--- config.mk ---
export PLATFORM = sky130hd
export DESIGN_NAME = spi_flag_core
export DESIGN_NICKNAME = d
export VERILOG_FILES = /design/src/spi_flag_pkg.sv /design/src/spi_flag_core.sv
export SDC_FILE = /design/constraint.sdc
export NUM_CORES = 1
export LEC_CHECK = 0
export BUFFER_PORTS_ARGS = -buffer_cell sky130_fd_sc_hd__buf_2
export CORE_MARGIN = 2
export CORE_UTILIZATION = 50
export CTS_CLUSTER_DIAMETER = 120
export DETAILED_ROUTE_END_ITERATION = 8
export HOLD_SLACK_MARGIN = 0.05
export PLACE_DENSITY = 0.69
export SLEW_MARGIN = 40
export SYNTH_ARGS = -nofsm -noshare
export SYNTH_HDL_FRONTEND = slang
export SYNTH_SLANG_ARGS = --single-unit
--- constraint.sdc ---
create_clock -name pclk -period 9.3 [get_ports pclk]
set_input_delay 0.93 -clock pclk [delete_from_list [all_inputs] [get_ports pclk]]
set_output_delay 0.93 -clock pclk [all_outputs]
set_load 0.05 [all_outputs]
--- src/spi_flag_pkg.sv ---
package spi_flag_pkg;
    // register byte offsets on the bus
    localparam logic [7:0] OFF_CONTROL_ONE = 8'h00;
    localparam logic [7:0] OFF_CONTROL_TWO = 8'h04;
    localparam logic [7:0] OFF_BAUD_DIVIDER = 8'h08;
    localparam logic [7:0] OFF_FLAG_STATUS = 8'h0c;
    localparam logic [7:0] OFF_MATCH_VALUE = 8'h10;
    localparam logic [7:0] OFF_TX_RX_DATA = 8'h14;
    // control_one fields
    localparam int C1_RX_IRQ = 7;
    localparam int C1_ENABLE = 6;
    localparam int C1_TX_IRQ = 5;
    localparam int C1_MASTER = 4;
    localparam int C1_POLARITY = 3;
    localparam int C1_PHASE = 2;
    localparam int C1_SS_OUT = 1;
    localparam int C1_LOW_FIRST = 0;
    // control_two fields
    localparam int C2_MATCH_IRQ = 7;
    localparam int C2_FAULT_EN = 4;
    localparam int C2_SHARED_OE = 3;
    localparam int C2_STOP_WAIT = 1;
    localparam int C2_SINGLE_PIN = 0;
    localparam logic [7:0] C2_WRITE_MASK = 8'h9b;
    // baud_divider fields
    localparam int BR_PRE_HI = 6;
    localparam int BR_PRE_LO = 4;
    localparam int BR_RATE_HI = 3;
    localparam logic [7:0] BR_WRITE_MASK = 8'h7f;
    // reset values, bits per byte and divider width
    localparam logic [7:0] C1_RESET = 8'h04;
    localparam logic [7:0] C2_RESET = 8'h00;
    localparam logic [7:0] BR_RESET = 8'h00;
    localparam logic [7:0] MATCH_RESET = 8'h00;
    localparam logic [3:0] BITS_PER_BYTE = 4'h8;
    localparam int DIV_W = 20;

    typedef enum logic [1:0] {
        ENG_IDLE,
        ENG_MASTER,
        ENG_SLAVE
    } engine_e;
endpackage

--- src/spi_flag_core.sv ---
// Function
// - no interrupt request at all while system_enable is clear
// - rx_fault_irq_enable gates rx_full_flag and fault_flag onto the request
// - tx_irq_enable gates tx_empty_flag onto the request
// - match_irq_enable gates match_flag onto the request
// - one request line: any flag with its mask; flags stay pollable
// - fault_flag set aborts the transfer and clears master_select
// - fault request holds while fault_flag is set, drops when cleared
// - rx_full_flag sets when a received byte lands in the data buffer
// - a byte finishing while rx_full_flag is still set is discarded
// - tx_empty_flag sets when the transmit buffer can take a byte
// - match_flag sets when received data equals match_value
// - wake pulse: rx irq enabled, slave, low power, transfer ends
// - after low power ends, move held byte to data, then set flags
// - another byte ending during low power overwrites the held one
// - control_one bits 7..0: rx irq, enable, tx irq, master, pol, phase...
// - polarity 0 idle low; phase 1 edge at bit start; lsb 0 sends msb
// - control_two: 7 match irq, 4 fault en, 3 shared oe, 1 wait, 0 single
// - single pin 0 two data pins; shared oe 0 input; wait 0 keeps running
// - baud: prescale 6:4 (000 = /1), rate 3:0 (0000 = /2), bit 7 reserved
// - status: 7 rx full, 6 match, 5 tx empty, 4 fault, 3:0 zero
// - match_value and tx_rx_data are eight bits wide
// - fault_flag clears by status read seeing it, then control_one write
// - low select in master sets fault only if fault enable; never in slave
//
// Chosen here: the address map and the APB register port.
`timescale 1ns/1ps
module spi_flag_core
    import spi_flag_pkg::*;
(
    input wire logic pclk, // bus clock
    input wire logic presetn, // async reset, active low
    input wire logic psel, // apb select
    input wire logic penable, // apb enable
    input wire logic pwrite, // apb direction
    input wire logic [7:0] paddr, // apb byte address
    input wire logic [31:0] pwdata, // apb write data
    output logic [31:0] prdata, // apb read data
    output logic pready, // apb ready
    output logic pslverr, // apb error, unmapped address
    input wire logic wait_mode, // cpu in wait mode
    input wire logic stop_mode, // cpu in state-keeping stop
    output logic irq, // interrupt request
    output logic wake_irq, // low power wake pulse
    input wire logic sck_in, // serial clock pin in
    output logic sck_out, // serial clock pin out
    output logic sck_oe_n, // serial clock drive, low drives
    input wire logic mosi_in, // master-out data pin in
    output logic mosi_out, // master-out data pin out
    output logic mosi_oe_n, // master-out drive, low drives
    input wire logic miso_in, // master-in data pin in
    output logic miso_out, // master-in data pin out
    output logic miso_oe_n, // master-in drive, low drives
    input wire logic ss_in_n, // slave select pin in
    output logic ss_out, // slave select pin out
    output logic ss_oe_n // slave select drive, low drives
);

    typedef struct packed {
        logic [1:0] sck_s, mosi_s, miso_s, ss_n_s;
        logic sck_q;
        logic [7:0] control_one, control_two, baud_divider, match_value;
        logic [7:0] rx_data, tx_buf;
        logic rx_full_flag, match_flag, tx_empty_flag, fault_flag;
        logic rx_armed, match_armed, tx_armed, fault_armed;
        engine_e eng;
        logic [7:0] tx_sh, rx_sh;
        logic [3:0] edges;
        logic [DIV_W-1:0] div_cnt;
        logic sck_gen, pend_valid;
        logic [7:0] pend_data;
        logic [31:0] prdata;
        logic pready, pslverr, irq, wake_irq;
        logic sck_out, sck_oe_n, mosi_out, mosi_oe_n;
        logic miso_out, miso_oe_n, ss_out, ss_oe_n;
    } state_s;

    localparam state_s RESET_STATE = '{
        ss_n_s: 2'h3,
        control_one: C1_RESET,
        control_two: C2_RESET,
        baud_divider: BR_RESET,
        match_value: MATCH_RESET,
        tx_empty_flag: 1'b1,
        eng: ENG_IDLE,
        sck_oe_n: 1'b1,
        mosi_oe_n: 1'b1,
        miso_oe_n: 1'b1,
        ss_out: 1'b1,
        ss_oe_n: 1'b1,
        default: '0
    };

    state_s s;
    state_s next_s;

    logic system_enable, master_select, clock_polarity, clock_phase;
    logic select_output_enable, low_bit_first, fault_detect_enable;
    logic shared_pin_output_enable, stop_in_wait, single_pin_select;
    logic low_power, data_in, access_done, bus_write, bus_read, mapped;
    logic [7:0] rd_val, status_val, rx_shifted, tx_shifted, done_byte;
    logic [DIV_W-1:0] half_m1;
    logic tick, fault_hit, sck_edge, sck_lead, sample_now, shift_now;
    logic mlead, done, drive_master, drive_slave;

    assign system_enable = s.control_one[C1_ENABLE];
    assign master_select = s.control_one[C1_MASTER];
    assign clock_polarity = s.control_one[C1_POLARITY];
    assign clock_phase = s.control_one[C1_PHASE];
    assign select_output_enable = s.control_one[C1_SS_OUT];
    assign low_bit_first = s.control_one[C1_LOW_FIRST];
    assign fault_detect_enable = s.control_two[C2_FAULT_EN];
    assign shared_pin_output_enable = s.control_two[C2_SHARED_OE];
    assign stop_in_wait = s.control_two[C2_STOP_WAIT];
    assign single_pin_select = s.control_two[C2_SINGLE_PIN];

    // wait mode halts the module only with stop_in_wait set
    assign low_power = (wait_mode & stop_in_wait) | stop_mode;

    // data input pin follows mode and single-pin selection
    assign data_in = master_select
        ? (single_pin_select ? s.mosi_s[1] : s.miso_s[1])
        : (single_pin_select ? s.miso_s[1] : s.mosi_s[1]);

    assign access_done = psel & penable & s.pready & ~s.pslverr;
    assign bus_write = access_done & pwrite;
    assign bus_read = access_done & ~pwrite;

    assign status_val = {s.rx_full_flag, s.match_flag, s.tx_empty_flag,
        s.fault_flag, 4'h0};

    assign mapped = (paddr == OFF_CONTROL_ONE)
        | (paddr == OFF_CONTROL_TWO) | (paddr == OFF_BAUD_DIVIDER)
        | (paddr == OFF_FLAG_STATUS) | (paddr == OFF_MATCH_VALUE)
        | (paddr == OFF_TX_RX_DATA);

    assign rd_val = (paddr == OFF_CONTROL_ONE) ? s.control_one
        : (paddr == OFF_CONTROL_TWO) ? s.control_two
        : (paddr == OFF_BAUD_DIVIDER) ? s.baud_divider
        : (paddr == OFF_FLAG_STATUS) ? status_val
        : (paddr == OFF_MATCH_VALUE) ? s.match_value
        : (paddr == OFF_TX_RX_DATA) ? s.rx_data
        : 8'h00;

    // half bit time is (prescale + 1) << rate bus cycles
    assign half_m1 = DIV_W'(({17'h0,
        s.baud_divider[BR_PRE_HI:BR_PRE_LO]} + 20'h1)
        << s.baud_divider[BR_RATE_HI:0]) - 20'h1;
    assign tick = s.div_cnt >= half_m1;

    assign rx_shifted = low_bit_first ? {data_in, s.rx_sh[7:1]}
        : {s.rx_sh[6:0], data_in};
    assign tx_shifted = low_bit_first ? {1'b0, s.tx_sh[7:1]}
        : {s.tx_sh[6:0], 1'b0};

    // select low while master, detection armed, select not driven
    assign fault_hit = system_enable & master_select & fault_detect_enable
        & ~select_output_enable & ~s.ss_n_s[1];

    assign sck_edge = s.sck_s[1] ^ s.sck_q;
    assign sck_lead = sck_edge & (s.sck_s[1] != clock_polarity);

    always_comb begin
        next_s = s;
        done = 1'b0;
        done_byte = s.rx_sh;
        sample_now = 1'b0;
        shift_now = 1'b0;
        mlead = 1'b0;
        drive_master = 1'b0;
        drive_slave = 1'b0;

        next_s.sck_s = {s.sck_s[0], sck_in};
        next_s.mosi_s = {s.mosi_s[0], mosi_in};
        next_s.miso_s = {s.miso_s[0], miso_in};
        next_s.ss_n_s = {s.ss_n_s[0], ss_in_n};
        next_s.sck_q = s.sck_s[1];
        next_s.wake_irq = 1'b0;

        // one wait state, read data captured with pready
        next_s.pready = psel & penable & ~s.pready;
        next_s.pslverr = 1'b0;
        next_s.prdata = '0;
        if (next_s.pready) begin
            next_s.pslverr = ~mapped;
            next_s.prdata = {24'h0, rd_val};
        end

        // status read arms the clearing sequences
        if (bus_read && paddr == OFF_FLAG_STATUS) begin
            next_s.rx_armed = s.rx_full_flag;
            next_s.match_armed = s.match_flag;
            next_s.tx_armed = s.tx_empty_flag;
            next_s.fault_armed = s.fault_flag;
        end
        if (bus_read && paddr == OFF_TX_RX_DATA) begin
            if (s.rx_armed) begin
                next_s.rx_full_flag = 1'b0;
                next_s.rx_armed = 1'b0;
            end
            if (s.match_armed) begin
                next_s.match_flag = 1'b0;
                next_s.match_armed = 1'b0;
            end
        end
        if (bus_write) begin
            unique case (paddr)
                OFF_CONTROL_ONE: begin
                    next_s.control_one = pwdata[7:0];
                    if (s.fault_armed) begin
                        next_s.fault_flag = 1'b0;
                        next_s.fault_armed = 1'b0;
                    end
                end
                OFF_CONTROL_TWO:
                    next_s.control_two = pwdata[7:0] & C2_WRITE_MASK;
                OFF_BAUD_DIVIDER:
                    next_s.baud_divider = pwdata[7:0] & BR_WRITE_MASK;
                OFF_MATCH_VALUE:
                    next_s.match_value = pwdata[7:0];
                OFF_TX_RX_DATA: begin
                    // only a write after the status read is taken
                    if (s.tx_armed) begin
                        next_s.tx_buf = pwdata[7:0];
                        next_s.tx_empty_flag = 1'b0;
                        next_s.tx_armed = 1'b0;
                    end
                end
                default: begin
                end
            endcase
        end

        // serial engine
        if (!system_enable) begin
            next_s.eng = ENG_IDLE;
            next_s.edges = '0;
            next_s.sck_gen = clock_polarity;
        end else if (master_select) begin
            unique case (s.eng)
                ENG_IDLE: begin
                    next_s.sck_gen = clock_polarity;
                    if (!s.tx_empty_flag && !low_power) begin
                        next_s.tx_sh = s.tx_buf;
                        next_s.tx_empty_flag = 1'b1;
                        next_s.edges = '0;
                        next_s.div_cnt = '0;
                        next_s.eng = ENG_MASTER;
                    end
                end
                ENG_MASTER: begin
                    // master shifting freezes in low power
                    if (!low_power && tick) begin
                        next_s.div_cnt = '0;
                        next_s.sck_gen = ~s.sck_gen;
                        mlead = s.sck_gen == clock_polarity;
                        sample_now = mlead ^ clock_phase;
                        shift_now = ~sample_now && s.edges != '0
                            && s.edges != BITS_PER_BYTE;
                        if (sample_now) begin
                            next_s.rx_sh = rx_shifted;
                            next_s.edges = s.edges + 4'h1;
                        end
                        if (shift_now) begin
                            next_s.tx_sh = tx_shifted;
                        end
                        if (!mlead && next_s.edges == BITS_PER_BYTE) begin
                            done = 1'b1;
                            done_byte = next_s.rx_sh;
                            next_s.edges = '0;
                            next_s.eng = ENG_IDLE;
                        end
                    end else if (!low_power) begin
                        next_s.div_cnt = s.div_cnt + 20'h1;
                    end
                end
                ENG_SLAVE: begin
                    next_s.eng = ENG_IDLE;
                    next_s.edges = '0;
                end
            endcase
        end else if (s.ss_n_s[1]) begin
            next_s.eng = ENG_IDLE;
            next_s.edges = '0;
        end else if (s.eng != ENG_SLAVE) begin
            next_s.eng = ENG_SLAVE;
            next_s.edges = '0;
            if (!s.tx_empty_flag) begin
                next_s.tx_sh = s.tx_buf;
                next_s.tx_empty_flag = 1'b1;
            end else begin
                next_s.tx_sh = s.rx_sh;
            end
        end else if (sck_edge) begin
            // slave keeps shifting in low power, clocked by the master
            sample_now = sck_lead ^ clock_phase;
            shift_now = ~sample_now && s.edges != '0;
            if (sample_now) begin
                next_s.rx_sh = rx_shifted;
                next_s.edges = s.edges + 4'h1;
            end
            if (shift_now) begin
                next_s.tx_sh = tx_shifted;
            end
            if (next_s.edges == BITS_PER_BYTE) begin
                done = 1'b1;
                done_byte = next_s.rx_sh;
                next_s.edges = '0;
                if (!s.tx_empty_flag) begin
                    next_s.tx_sh = s.tx_buf;
                    next_s.tx_empty_flag = 1'b1;
                end else begin
                    next_s.tx_sh = next_s.rx_sh;
                end
            end
        end

        // mode fault aborts and falls back to slave
        if (fault_hit) begin
            next_s.fault_flag = 1'b1;
            next_s.control_one[C1_MASTER] = 1'b0;
            next_s.eng = ENG_IDLE;
            next_s.edges = '0;
            next_s.sck_gen = clock_polarity;
            done = 1'b0;
        end

        // byte delivery, held back while the bus side sleeps
        if (done && low_power) begin
            next_s.pend_valid = 1'b1;
            next_s.pend_data = done_byte;
            next_s.wake_irq = s.control_one[C1_RX_IRQ]
                & ~master_select;
        end else if (done || (s.pend_valid && !low_power)) begin
            next_s.pend_valid = done ? s.pend_valid : 1'b0;
            if (!next_s.rx_full_flag) begin
                next_s.rx_data = done ? done_byte : s.pend_data;
                next_s.rx_full_flag = 1'b1;
                if (next_s.rx_data == s.match_value) begin
                    next_s.match_flag = 1'b1;
                end
            end
        end

        // flags masked and gated by system_enable
        next_s.irq = system_enable & (
            (s.control_one[C1_RX_IRQ]
                & (s.rx_full_flag | s.fault_flag))
            | (s.control_one[C1_TX_IRQ] & s.tx_empty_flag)
            | (s.control_two[C2_MATCH_IRQ] & s.match_flag));

        // pin drivers; a set fault flag keeps every output released
        drive_master = system_enable & next_s.control_one[C1_MASTER]
            & ~next_s.fault_flag;
        drive_slave = system_enable & ~next_s.control_one[C1_MASTER]
            & ~next_s.fault_flag & ~s.ss_n_s[1];
        next_s.sck_out = next_s.sck_gen;
        next_s.sck_oe_n = ~drive_master;
        next_s.mosi_out = low_bit_first ? next_s.tx_sh[0]
            : next_s.tx_sh[7];
        next_s.miso_out = next_s.mosi_out;
        next_s.mosi_oe_n = ~(drive_master
            & (~single_pin_select | shared_pin_output_enable));
        next_s.miso_oe_n = ~(drive_slave
            & (~single_pin_select | shared_pin_output_enable));
        next_s.ss_oe_n = ~(drive_master & fault_detect_enable
            & select_output_enable);
        next_s.ss_out = next_s.eng != ENG_MASTER;
    end

    always_ff @(posedge pclk or negedge presetn) begin
        if (!presetn) begin
            s <= RESET_STATE;
        end else begin
            s <= next_s;
        end
    end

    assign prdata = s.prdata;
    assign pready = s.pready;
    assign pslverr = s.pslverr;
    assign irq = s.irq;
    assign wake_irq = s.wake_irq;
    assign sck_out = s.sck_out;
    assign sck_oe_n = s.sck_oe_n;
    assign mosi_out = s.mosi_out;
    assign mosi_oe_n = s.mosi_oe_n;
    assign miso_out = s.miso_out;
    assign miso_oe_n = s.miso_oe_n;
    assign ss_out = s.ss_out;
    assign ss_oe_n = s.ss_oe_n;

endmodule

# After elaboration in Yosys (flattened, before gate mapping)
# Index checks and enable logic that the tools add are counted.
[totals] reg_bits=131 output_inout_bits=44 elab_cells=292
[classes] add_sub_neg=4 magnitude_cmp=1 eq_ne=32 shifts=1 n_mux=122 bitwise_logic=58 reduce_logical=34
[op_table] cell="$mux W8" n=29
[op_table] cell="$mux W12" n=11
[op_table] cell="$mux W20" n=3
[op_table] cell="$mux W1" n=48
[op_table] cell="$mux W22" n=2
[op_table] cell="$pmux W21 S2" n=1
[op_table] cell="$mux W16" n=2
[op_table] cell="$mux W29" n=1
[op_table] cell="$mux W4" n=7
[op_table] cell="$and A1 B1 Y1" n=26
[op_table] cell="$mux W24" n=1
[op_table] cell="$mux W2" n=11
[op_table] cell="$add A20 B1 Y20 const B" n=1
[op_table] cell="$ge A20 B20 Y1" n=1
[op_table] cell="$shl A4 B4 Y20" n=1
[op_table] cell="$sub A20 B1 Y20 const B" n=1
[op_table] cell="$not A1 Y1" n=19
[op_table] cell="$eq A8 B4 Y1 const B" n=2
[op_table] cell="$eq A8 B5 Y1 const B" n=2
[op_table] cell="$pmux W8 S2" n=1
[op_table] cell="$ne A3 B3 Y1 const B" n=4
[op_table] cell="$pmux W4 S3" n=1
[op_table] cell="$reduce_and A3 Y1" n=4
[op_table] cell="$logic_and A1 B1 Y1" n=10
[op_table] cell="34 further kinds" n=63

# Longest topological paths before layout
# Gate-level depths: netlist of the first run.
[depth] ltp_word=23 ltp_mapped=23

# Worst setup path after synthesis of the first run
# No wires, ideal clock.
[synth_timing] path_type="register -> register" startpoint="reg s[132] (netlist name)" endpoint="reg s[87] (netlist name)" setup_time_ps=125 arrival_ps=4786 required_time_ps=9175 setup_slack_ps=4389 path_stages_with_launch=21 path_buffers=1 synth_period_minus_slack_ps=4911 path_cell_list="dfrtp_1 > ha_1 > nand2b_1 > o21a_1 > o311ai_0 > nor3b_1 > o21a_1 > nor2b_1 > nand2_1 > o21a_1 > ha_1 > nand4_1 > nor4_1 > nand2_1 > o21ai_1 > buf_2 > o21ai_1 > a21o_1 > o2bb2ai_1 > nand2_1 > mux2_2"
[synth_via] elab_chain_cells=7
[synth_rtl] element="start, declared" line_no="spi_flag_core.sv:94" rtl="state_s s;"
[synth_rtl] element="start signal, assigned" line_no="spi_flag_core.sv:375" rtl="s <= next_s;"
[synth_rtl] element="$add A3 B1 Y4" line_no="spi_flag_core.sv:147" rtl="s.baud_divider[BR_PRE_HI:BR_PRE_LO]} + 20'h1)"
[synth_rtl] element="$shl A4 B4 Y20" line_no="spi_flag_core.sv:146" rtl="assign half_m1 = DIV_W'(({17'h0,"
[synth_rtl] element="$sub A20 B1 Y20" line_no="spi_flag_core.sv:148" rtl="<< s.baud_divider[BR_RATE_HI:0]) - 20'h1;"
[synth_rtl] element="$ge A20 B20 Y1" line_no="spi_flag_core.sv:149" rtl="assign tick = s.div_cnt >= half_m1;"
[synth_rtl] element="$logic_and A1 B1 Y1" line_no="spi_flag_core.sv:253" rtl="if (!low_power && tick) begin"
[synth_rtl] element="$ne A3 B3 Y1 (no source line)"
[synth_rtl] element="$reduce_and A8 Y1 (no source line)"
# No other way between the ends.
# A chain may end at the register's enable or synchronous reset.

# Final worst setup path of the first run
# Ends and elaborated chain as after synthesis.

==> results of run 1 <==
==> synth_stat cells, types with 25 or more instances <==
cell and number:
a21oi_1 65, buf_4 35, clkbuf_1 43, dfrtp_1 122
ha_1 28, inv_1 29, mux2_2 56, mux2i_1 25
nand2_1 115, nand3_1 31, nor2_1 94, o21ai_0 55
xor2_1 27
==> logic make-up (layout without fill, tap and decap cells) <==
logic type,count (synthesis),after routing,share of synthesized area
and+or+nand+nor,352,352,0.181
AOI/OAI and AO/OA,286,286,0.209
DFF,131,131,0.357
buffers and inverters,118,120,0.0685
muxes,83,83,0.0994
xor gates and xnor gates,47,47,0.0464
adders and majority gates,28,28,0.0381
other,1,24,0.000407
==> metal layers <==
metal | vias up | global-route usage | share of wire
met1 | 3861 | 0.374 | 0.45
met3 | 45 | 0.0461 | 0.075
li1 | 3749 | - | -
met5 | - | 0 | 0
met2 | 351 | 0.394 | 0.45
met4 | 0 | 0.0868 | 0.026
==> layout make-up <==
cell class,instances,area [um2]
timing repair buffer,58,328
multi-input combinational,820,5380
fill,1660,8100
tap,229,287
clock inverter,11,82.6
clock buffer,21,450
sequential,131,3290
inverter,30,113
==> worst register-to-register path: stages, from the launching register on <==
cell       delay, ps
dfrtp_1          610
ha_1             350
nand2b_1         200
o21a_1           150
o311ai_0         670
nor3b_1          250
o21a_1           230
nor2b_1          290
nand2_1          160
o2111ai_1        220
o21a_1           160
ha_1             160
nand4_1          150
nor4_1           420
nand2_1          140
o21ai_2          540
o21ai_1          380
a21o_1           310
o2bb2ai_1        580
nand2_1          170
mux2_2           300
==> where the power goes <==
part	switching, mW	total, mW	internal [mW]
clock	0.262	0.610	0.348
combinational	0.0764	0.101	0.0247
sequential	0.00783	0.588	0.580
==> metrics by stage <==
step | cells | total power [mW]
after floorplan | 1069 | 0.669
after global placement | 1267 | 0.697
after global routing | 1300 | 1.35
after detailed placement | 1268 | 0.698
after CTS | 1300 | 1.31
final | 1300 | 1.30
==> path summary, 6_finish.rpt <==
check	end	slack, ps
setup / recovery	s[87]$_DFFE_PN0P_	2740
hold / removal	s[158]$_DFF_PN0_	350
setup reg to reg	s[87]$_DFFE_PN0P_	2740
hold reg to reg	s[158]$_DFF_PN0_	350
max in group asynchronous	s[131]$_DFFE_PN0P_	7740
min in group asynchronous	next_s[156]$_DFF_PN0_	530
==> layout by cell type, fill, tap and decap left out, drive strengths merged, types with 21 or more instances in the layout <==
cell and n:
dfrtp 122, nand2 118, nor2 94, a21oi 68, o21ai 65, buf 58, mux2 57, nand3 31
inv 31, ha 28, xor2 27, mux2i 25, conb 24, clkbuf 21
==> run_results.csv, run 1 <==
group,metric,value,unit
sta,timing.final.crit_period,6560,ps
final_layout,postLayoutCellArea,9930,um2
worst_hold_path,hold_path_class,"reg -> reg",
final_layout,max_flop_register,"s",
synthesis,synthTopCellsByArea,"dfrtp_1, mux2_2, nand2_1",
route,via_per_inst,6.16,
final_layout,num_antenna_cells,0,
global_routing,antenna_found_initial,0,
setup_path,criticalPathCategory,"reg -> reg",
final_layout,largest_register_ffs,102,
placement,place_congestion,0.946,
cts,clock_sinks,131,
status,status,"finished, final reports clean",
power,p_per_area,131,nW/um2
cts,cts_tree,"built",
floorplanning,core,18000,um2
global_routing,grt_max_degree,73,
route,route.detailed.drc,0,
synthesis,yosys.area.top_type_share,0.332,
sta,rsz0062_at_grt,"false",
final_layout,drive_gt1_frac,0.167,
worst_hold_path,holdCritStartpoint,"next_s[158]$_DFF_PN0_",
synthesis,synth_area_per_cell,8.80,um2
cts,cts.clk_slew.worst_paths,60,ps
sta,final_max_slew_viol_count,0,
sta,finalCritPeriodShare,0.706,
synthesis,yosysWarnings,0,
synthesis,synth_ff_type,"dfrtp_1",
global_routing,grt_use_total,0.259,
sta,hold_viol_final,0,
route,drt-initial-drc-count,1004,
sta,max_freq,152,MHz
synthesis,synth_edf_count,0,
setup_path,critPathRequiredTime,9600,ps
sta,final-setup-viol-count,0,
setup_path,crit_start,"s[132]$_DFFE_PN0P_",
floorplanning,ioPinCount,95,
cts,cts_made_buffers,17,
sta,hold_slack,348,ps
cts,htreeDepth,4,
setup_path,crit_fanout,13,
setup_path,rr_worst_depth,20,
floorplanning,num_rows,49,
sta,tns,0,ps
floorplanning,start_util,0.511,
synthesis,ys_seq_elements,131,
route,drt_wl_total,25.1,mm
sta,fin_worst_skew,14.9,ps
route,ant_nets,0,
cts,postCtsHoldBufs,0,
cts,clk_path_buf_depth,2,
placement,place_area,9390,um2
route,drtPass1Iterations,5,
setup_path,path_depth,20,
setup_path,cp_slowest_stage_delay,670,ps
setup_path,worstSetupStartpointType,"flip-flop",
synthesis,synth_cells,1046,
route,wl_per_cell,19.3,um
sta,relSlewSlack,0.477,
global_routing,grt_pass1_vias,7460,
cts,cts_resized,0,
route,vias,8006,
setup_path,cpMaxStageDelayCell,"o311ai_0",
setup_path,critPathArrivalTime,6860,ps
power,p_leak,4.34,nW
placement,dp_slack,2840,ps
power,peakVddDrop,0.129,mV
final_layout,utilization,0.551,
synthesis,syn_area,9200,um2
setup_path,cp_num_buf_inv,0,
synthesis,synth.largest_area_cell,"dfrtp_1",
floorplanning,dieHeight,140,um
final_layout,layout.nets,1137,
sta,worst_slew_pin_slew,785,ps
setup_path,endpoint_kind,"flip-flop",
setup_path,timing.rr.start,"s[132]$_DFFE_PN0P_",
setup_path,cp_top_family,"compound AO/OA/AOI/OAI gates",
cts,cts_root_buffer,"clkbuf_16",
final_layout,area_growth,7.88,%
worst_hold_path,hold-path-cell-count,0,
floorplanning,dieArea,19500,um2
cts,clk_latency,430,ps
placement,port_buffers,46,
sta,layout_setup_ws,2740,ps
cts,post_cts.repair.setup_buffers,0,
placement,dp_hpwl,18.0,mm
setup_path,path_cells,"ha_1 -> nand2b_1 -> o21a_1 -> o311ai_0 -> nor3b_1 -> o21a_1 -> nor2b_1 -> nand2_1 -> o2111ai_1 -> o21a_1 -> ha_1 -> nand4_1 -> nor4_1 -> nand2_1 -> o21ai_2 -> o21ai_1 -> a21o_1 -> o2bb2ai_1 -> nand2_1 -> mux2_2",
global_routing,grt-ovfl-total,0,
synthesis,synthArstFlopShare,1.00,
global_routing,grt_pass1_wl,40.4,mm
synthesis,ys_seq_area_frac,0.357,
floorplanning,die_x,140,um
synthesis,synth_cell_types,87,
run,max_cap_violations,0,
(Power assumes the default switching activity.)
==> run 2, diff against run 1 <==
PLACE_DENSITY = 0.72   (was 0.69)
clock period = 5.45 ns   (was 9.3 ns; I/O delays follow)
==> run 2 against run 1 <==
Sequential share of layout area is 1.2 points lower; die area stayed put; total power is 79% higher; wire length is 1.5% lower; clock-buffer cell count is 2 lower; register-to-register slack worse by 2400 ps; clock skew is 3.0 ps lower; clock power is 87% higher; global-route usage is 0.39 points lower; critical endpoint is now s[102]$_DFF_PN0_; largest power group unchanged; highest routed layer unchanged.
==> run_results.csv, run 2 (synthesis results as in run 1) <==
group,metric,value,unit
setup_path,timing.rr.end,"s[102]$_DFF_PN0_",
cts,clk_latency,420,ps
setup_path,timing.rr.start,"s[132]$_DFFE_PN0P_",
sta,relSlewSlack,0.423,
setup_path,rr_worst_depth,24,
final_layout,seqCellArea,3290,um2
sta,timing.final.crit_period,5150,ps
placement,port_buffers,46,
final_layout,fillerInstances,1601,
setup_path,endpoint_kind,"flip-flop",
setup_path,worstSetupStartpointType,"flip-flop",
power,p_leak,4.56,nW
final_layout,area_growth,11.9,%
global_routing,grt_pass1_wl,39.9,mm
route,drt_wl_total,24.7,mm
cts,cts_root_buffer,"clkbuf_16",
sta,fin_worst_skew,11.9,ps
setup_path,cp_num_buf_inv,2,
floorplanning,die_x,140,um
setup_path,criticalPathCategory,"reg -> reg",
route,drt-initial-drc-count,755,
sta,tns,0,ps
setup_path,cp_top_family,"compound AO/OA/AOI/OAI gates",
setup_path,crit_fanout,12,
route,route.detailed.drc,0,
sta,max_freq,194,MHz
floorplanning,dieArea,19500,um2
power,p_per_area,226,nW/um2
floorplanning,dieHeight,140,um
sta,hold_slack,174,ps
sta,finalCritPeriodShare,0.945,
final_layout,mostFrequentLayoutCell,"dfrtp_1",
power,peakVddDrop,0.228,mV
sta,worst_slew_pin_slew,862,ps
placement,place_congestion,0.938,
setup_path,cp_slowest_stage_delay,380,ps
sta,final-setup-viol-count,0,
final_layout,num_antenna_cells,0,
setup_path,path_cells,"ha_1 -> xor2_1 -> o211ai_1 -> a41oi_2 -> o31ai_2 -> nand3_1 -> o21bai_2 -> nor2b_2 -> nand2_1 -> o2111ai_1 -> o21a_1 -> ha_1 -> a21oi_1 -> nand2_1 -> a221oi_2 -> o21ai_2 -> buf_12 -> o21a_1 -> nand2_2 -> a311oi_1 -> buf_4 -> a2111oi_2 -> a32oi_1 -> o31ai_1",
sta,hold_viol_final,0,
cts,clock_sinks,131,
global_routing,grt-ovfl-total,0,
global_routing,antenna_found_initial,0,
route,wl_per_cell,18.6,um
floorplanning,ioPinCount,95,
route,ant_nets,0,
final_layout,max_flop_register,"s",
cts,clk_path_buf_depth,2,
global_routing,grt_use_total,0.255,
placement,dp_hpwl,17.9,mm
floorplanning,start_util,0.511,
global_routing,grt_max_degree,87,
cts,cts_made_buffers,17,
floorplanning,num_rows,49,
global_routing,grt_pass1_vias,7754,
setup_path,critPathArrivalTime,5470,ps
final_layout,layout.nets,1165,
floorplanning,core,18000,um2
setup_path,cpMaxStageDelayCell,"dfrtp_1",
route,via_per_inst,6.11,
sta,final_max_slew_viol_count,0,
final_layout,largest_register_ffs,102,
cts,cts.clk_slew.worst_paths,70,ps
status,status,"finished, final reports clean",
final_layout,drive_gt1_frac,0.203,
cts,cts_tree,"built",
run,max_cap_violations,0,
setup_path,critPathRequiredTime,5770,ps
route,drtPass1Iterations,6,
cts,htreeDepth,4,
worst_hold_path,hold_path_class,"in -> async",
route,vias,8111,
final_layout,final_cell_mix,"dfrtp_1, nand2_1, nor2_1",
cts,postCtsHoldBufs,0,
setup_path,reg2reg_slack,300,ps
final_layout,multi_input_comb_area,5450,um2
==> run 2: cell types whose count changed in the layout (fill, tap and decap cells not counted), moves of 3 or more <==
cell,change
inv_6,+5
clkbuf_1,-3
clkinvlp_4,-5
buf_4,+28
==> run 2: per-layer routing <==
layer	part of all wire	global-route usage
met1	0.44	0.344
met2	0.45	0.405
met3	0.071	0.0499
met4	0.038	0.103
met5	0	0
==> run 2: through the flow <==
stage / util / instances / power, mW / worst slack (ps) / instance area (um2)
after floorplan: - / 1069 / 1.14 / 539 / 9290
after global placement: 0.532 / 1292 / 1.20 / 117 / 9590
after detailed placement: 0.532 / 1292 / 1.20 / 37.1 / 9590
after CTS: 0.565 / 1324 / 2.34 / 14.3 / 10200
after global routing: 0.571 / 1328 / 2.41 / -97.3 / 10300
final: 0.571 / 1328 / 2.32 / 302 / 10300
==> run 2: worst max-delay path by stage <==
stage                       start                end  slack, ps  cells past startpoint
6_report       s[132]$_DFFE_PN0P_   s[102]$_DFF_PN0_        300                     24
4_1_cts        s[132]$_DFFE_PN0P_   s[102]$_DFF_PN0_         10                     24
3_3_place_gp   s[132]$_DFFE_PN0P_   s[102]$_DFF_PN0_        120                     23
3_5_place_dp   s[132]$_DFFE_PN0P_   s[102]$_DFF_PN0_         40                     24
5_1_grt        s[132]$_DFFE_PN0P_   s[102]$_DFF_PN0_       -100                     24
2_1_floorplan  s[132]$_DFFE_PN0P_  s[87]$_DFFE_PN0P_        540                     20
==> run 2: final cells by class <==
| class | count | share of cell area |
|---|---|---|
| multi-input cells | 820 | 0.530 |
| flip-flops and latches | 131 | 0.320 |
| repair buffers | 86 | 0.0548 |
| clock buffers | 19 | 0.0440 |
| well taps | 229 | 0.0278 |
| clock inverters | 13 | 0.0132 |
| inverters | 30 | 0.0109 |
==> run 2: power breakdown <==
part	leakage [nW]	switching (mW)	internal, mW
logic	2.56	0.131	0.0514
clock network	0.294	0.469	0.669
registers	1.71	0.0128	0.990
total	4.56	0.613	1.71
==> run 2: timing repair <==
action | 4_1_cts | 5_1_grt
gates resized for setup | 0 | 18
setup buffers | 0 | 4
endpoints found under the setup margin | 0 | 50
==> run 3, diff against run 2 <==
PLACE_DENSITY = 0.71   (was 0.72)
TNS_END_PERCENT = 30   (was default)
==> run 3 against run 2 <==
Design area increased by 0.51%; global-route usage increased by 0.52 points; first-iteration DRC count increased by 15%; total power decreased by 2.1%; sequential power about the same; via count increased by 0.52%; combinational power about the same.
==> run_results.csv, run 3 (synthesis results as in run 1) <==
group,metric,value,unit
cts,clock_sinks,131,
global_routing,grt_pass1_wl,40.6,mm
final_layout,mostFrequentLayoutCell,"dfrtp_1",
sta,timing.final.crit_period,5180,ps
sta,relSlewSlack,0.394,
setup_path,crit_fanout,11,
floorplanning,core,18000,um2
route,ant_nets,0,
floorplanning,dieArea,19500,um2
power,pwr-share-comb,0.080,
setup_path,rr_worst_depth,24,
sta,layout_setup_ws,274,ps
setup_path,cp_slowest_stage_delay,380,ps
cts,cts_tree,"built",
power,p_per_area,220,nW/um2
sta,hold_slack,152,ps
route,drt-initial-drc-count,872,
sta,fin_worst_skew,9.19,ps
setup_path,path_cells,"ha_1 -> xor2_1 -> o211ai_1 -> a41oi_2 -> o31ai_2 -> nand3_1 -> o21bai_1 -> nor2b_1 -> nand2_1 -> o2111ai_1 -> o21a_1 -> ha_1 -> nand4_1 -> nor4_4 -> a221oi_2 -> o21ai_2 -> buf_6 -> o21a_1 -> nand2_1 -> a311oi_1 -> buf_4 -> a2111oi_2 -> a32oi_1 -> o31ai_1",
run,max_cap_violations,0,
route,route.detailed.drc,0,
cts,cts.clk_slew.worst_paths,60,ps
global_routing,grt_pass1_vias,7705,
floorplanning,num_rows,49,
cts,clk_latency,430,ps
status,status,"finished, final reports clean",
setup_path,critPathRequiredTime,5780,ps
cts,cts_made_buffers,17,
power,internal_power,1.64,mW
floorplanning,ioPinCount,95,
cts,htreeDepth,4,
setup_path,critPathArrivalTime,5510,ps
final_layout,drive_gt1_frac,0.211,
cts,cts_root_buffer,"clkbuf_16",
setup_path,worstSetupStartpointType,"flip-flop",
route,wl_per_cell,18.9,um
route,via_per_inst,6.10,
placement,placedCellCount,1301,
power,power.share.clock,0.479,
sta,tns,0,ps
setup_path,reg2reg_slack,270,ps
final_layout,num_antenna_cells,0,
route,drtPass1Iterations,6,
global_routing,grt_use_met1,0.364,
setup_path,criticalPathCategory,"reg -> reg",
setup_path,cp_top_family,"compound AO/OA/AOI/OAI gates",
sta,final-setup-viol-count,0,
power,p_leak,4.57,nW
power,pwr-share-seq,0.441,
floorplanning,die_x,140,um
sta,final_max_slew_viol_count,0,
route,drt_wl_total,25.2,mm
final_layout,final_cell_mix,"dfrtp_1, nand2_1, nor2_1",
final_layout,largest_register_ffs,102,
global_routing,globalRouteMet3Util,0.0513,
setup_path,cpMaxStageDelayCell,"dfrtp_1",
power,p_sw_frac,0.278,
floorplanning,dieHeight,140,um
setup_path,cp_num_buf_inv,2,
placement,dp_slack,-77.4,ps
final_layout,area_growth,12.4,%
global_routing,grt-ovfl-total,0,
global_routing,grt_max_degree,75,
setup_path,timing.rr.start,"s[132]$_DFFE_PN0P_",
placement,dp_hpwl,18.2,mm
global_routing,grt_use_met2,0.409,
setup_path,crit_start,"s[132]$_DFFE_PN0P_",
worst_hold_path,hold_path_class,"in -> async",
floorplanning,start_util,0.511,
final_layout,max_flop_register,"s",
setup_path,endpoint_kind,"flip-flop",
sta,worst_slew_pin_slew,906,ps
power,power_switching,633,uW
power,peakVddDrop,0.218,mV
placement,place_congestion,0.970,
global_routing,busiest_layer,"met2",
route,vias,8153,
setup_path,path_depth,24,
placement,port_buffers,46,
sta,max_freq,193,MHz
cts,clk_path_buf_depth,2,
final_layout,layout.nets,1174,
final_layout,final_cells,1337,
global_routing,antenna_found_initial,0,
global_routing,grt_use_total,0.260,
setup_path,timing.rr.end,"s[102]$_DFF_PN0_",
sta,hold_viol_final,0,
sta,finalCritPeriodShare,0.950,
setup_path,crit_end,"s[102]$_DFF_PN0_",
[run 3: cell type report]
class / instances / area (um2)
clock buffer: 17 / 425
clock inverter: 15 / 140
fill: 1615 / 7680
inverter: 30 / 113
multi-input combinational: 820 / 5480
sequential: 131 / 3290
tap: 229 / 287
timing repair buffer: 95 / 608
[run 3: stage by stage]
| stage | total power, mW | utilization | cell area (um2) |
|---|---|---|---|
| 2_1_floorplan | 1.14 | - | 9290 |
| 3_3_place_gp | 1.19 | 0.534 | 9630 |
| 3_5_place_dp | 1.20 | 0.535 | 9640 |
| 4_1_cts | 2.29 | 0.567 | 10200 |
| 5_1_grt | 2.36 | 0.574 | 10300 |
| 6_report | 2.27 | 0.574 | 10300 |
[run 3: per-layer routing]
layer	wire, um	part of all wire
met5	0	0
met4	623	0.025
met3	1840	0.073
met2	11600	0.46
met1	11200	0.44
[run 3: worst min path at each step]
stage                                     start                    endpoint  slack (ps)
after CTS                               presetn       next_s[156]$_DFF_PN0_         180
after detailed placement  next_s[160]$_DFF_PN0_       next_s[152]$_DFF_PN0_         340
after global routing                    presetn           s[82]$_DFFE_PN0P_         210
after floorplan                         presetn  clock_polarity$_DFFE_PN0P_         250
final                                   presetn           s[82]$_DFFE_PN0P_         150
after global placement    next_s[160]$_DFF_PN0_       next_s[152]$_DFF_PN0_         330
[run 3: timing repair]
item,CTS,global route
hold buffers,0,0
setup buffers,0,4
pin swaps,0,11
cloned,0,0
setup endpoints to repair,5,44
resized for setup,2,19
[run 3: power groups by stage]
stage / sequential (mW) / combinational, mW / clock, mW
6_report: 1.00 / 0.182 / 1.09
5_1_grt: 1.01 / 0.199 / 1.15
4_1_cts: 1.00 / 0.176 / 1.11
3_5_place_dp: 1.02 / 0.175 / 0
3_3_place_gp: 1.02 / 0.173 / 0
2_1_floorplan: 1.02 / 0.122 / 0
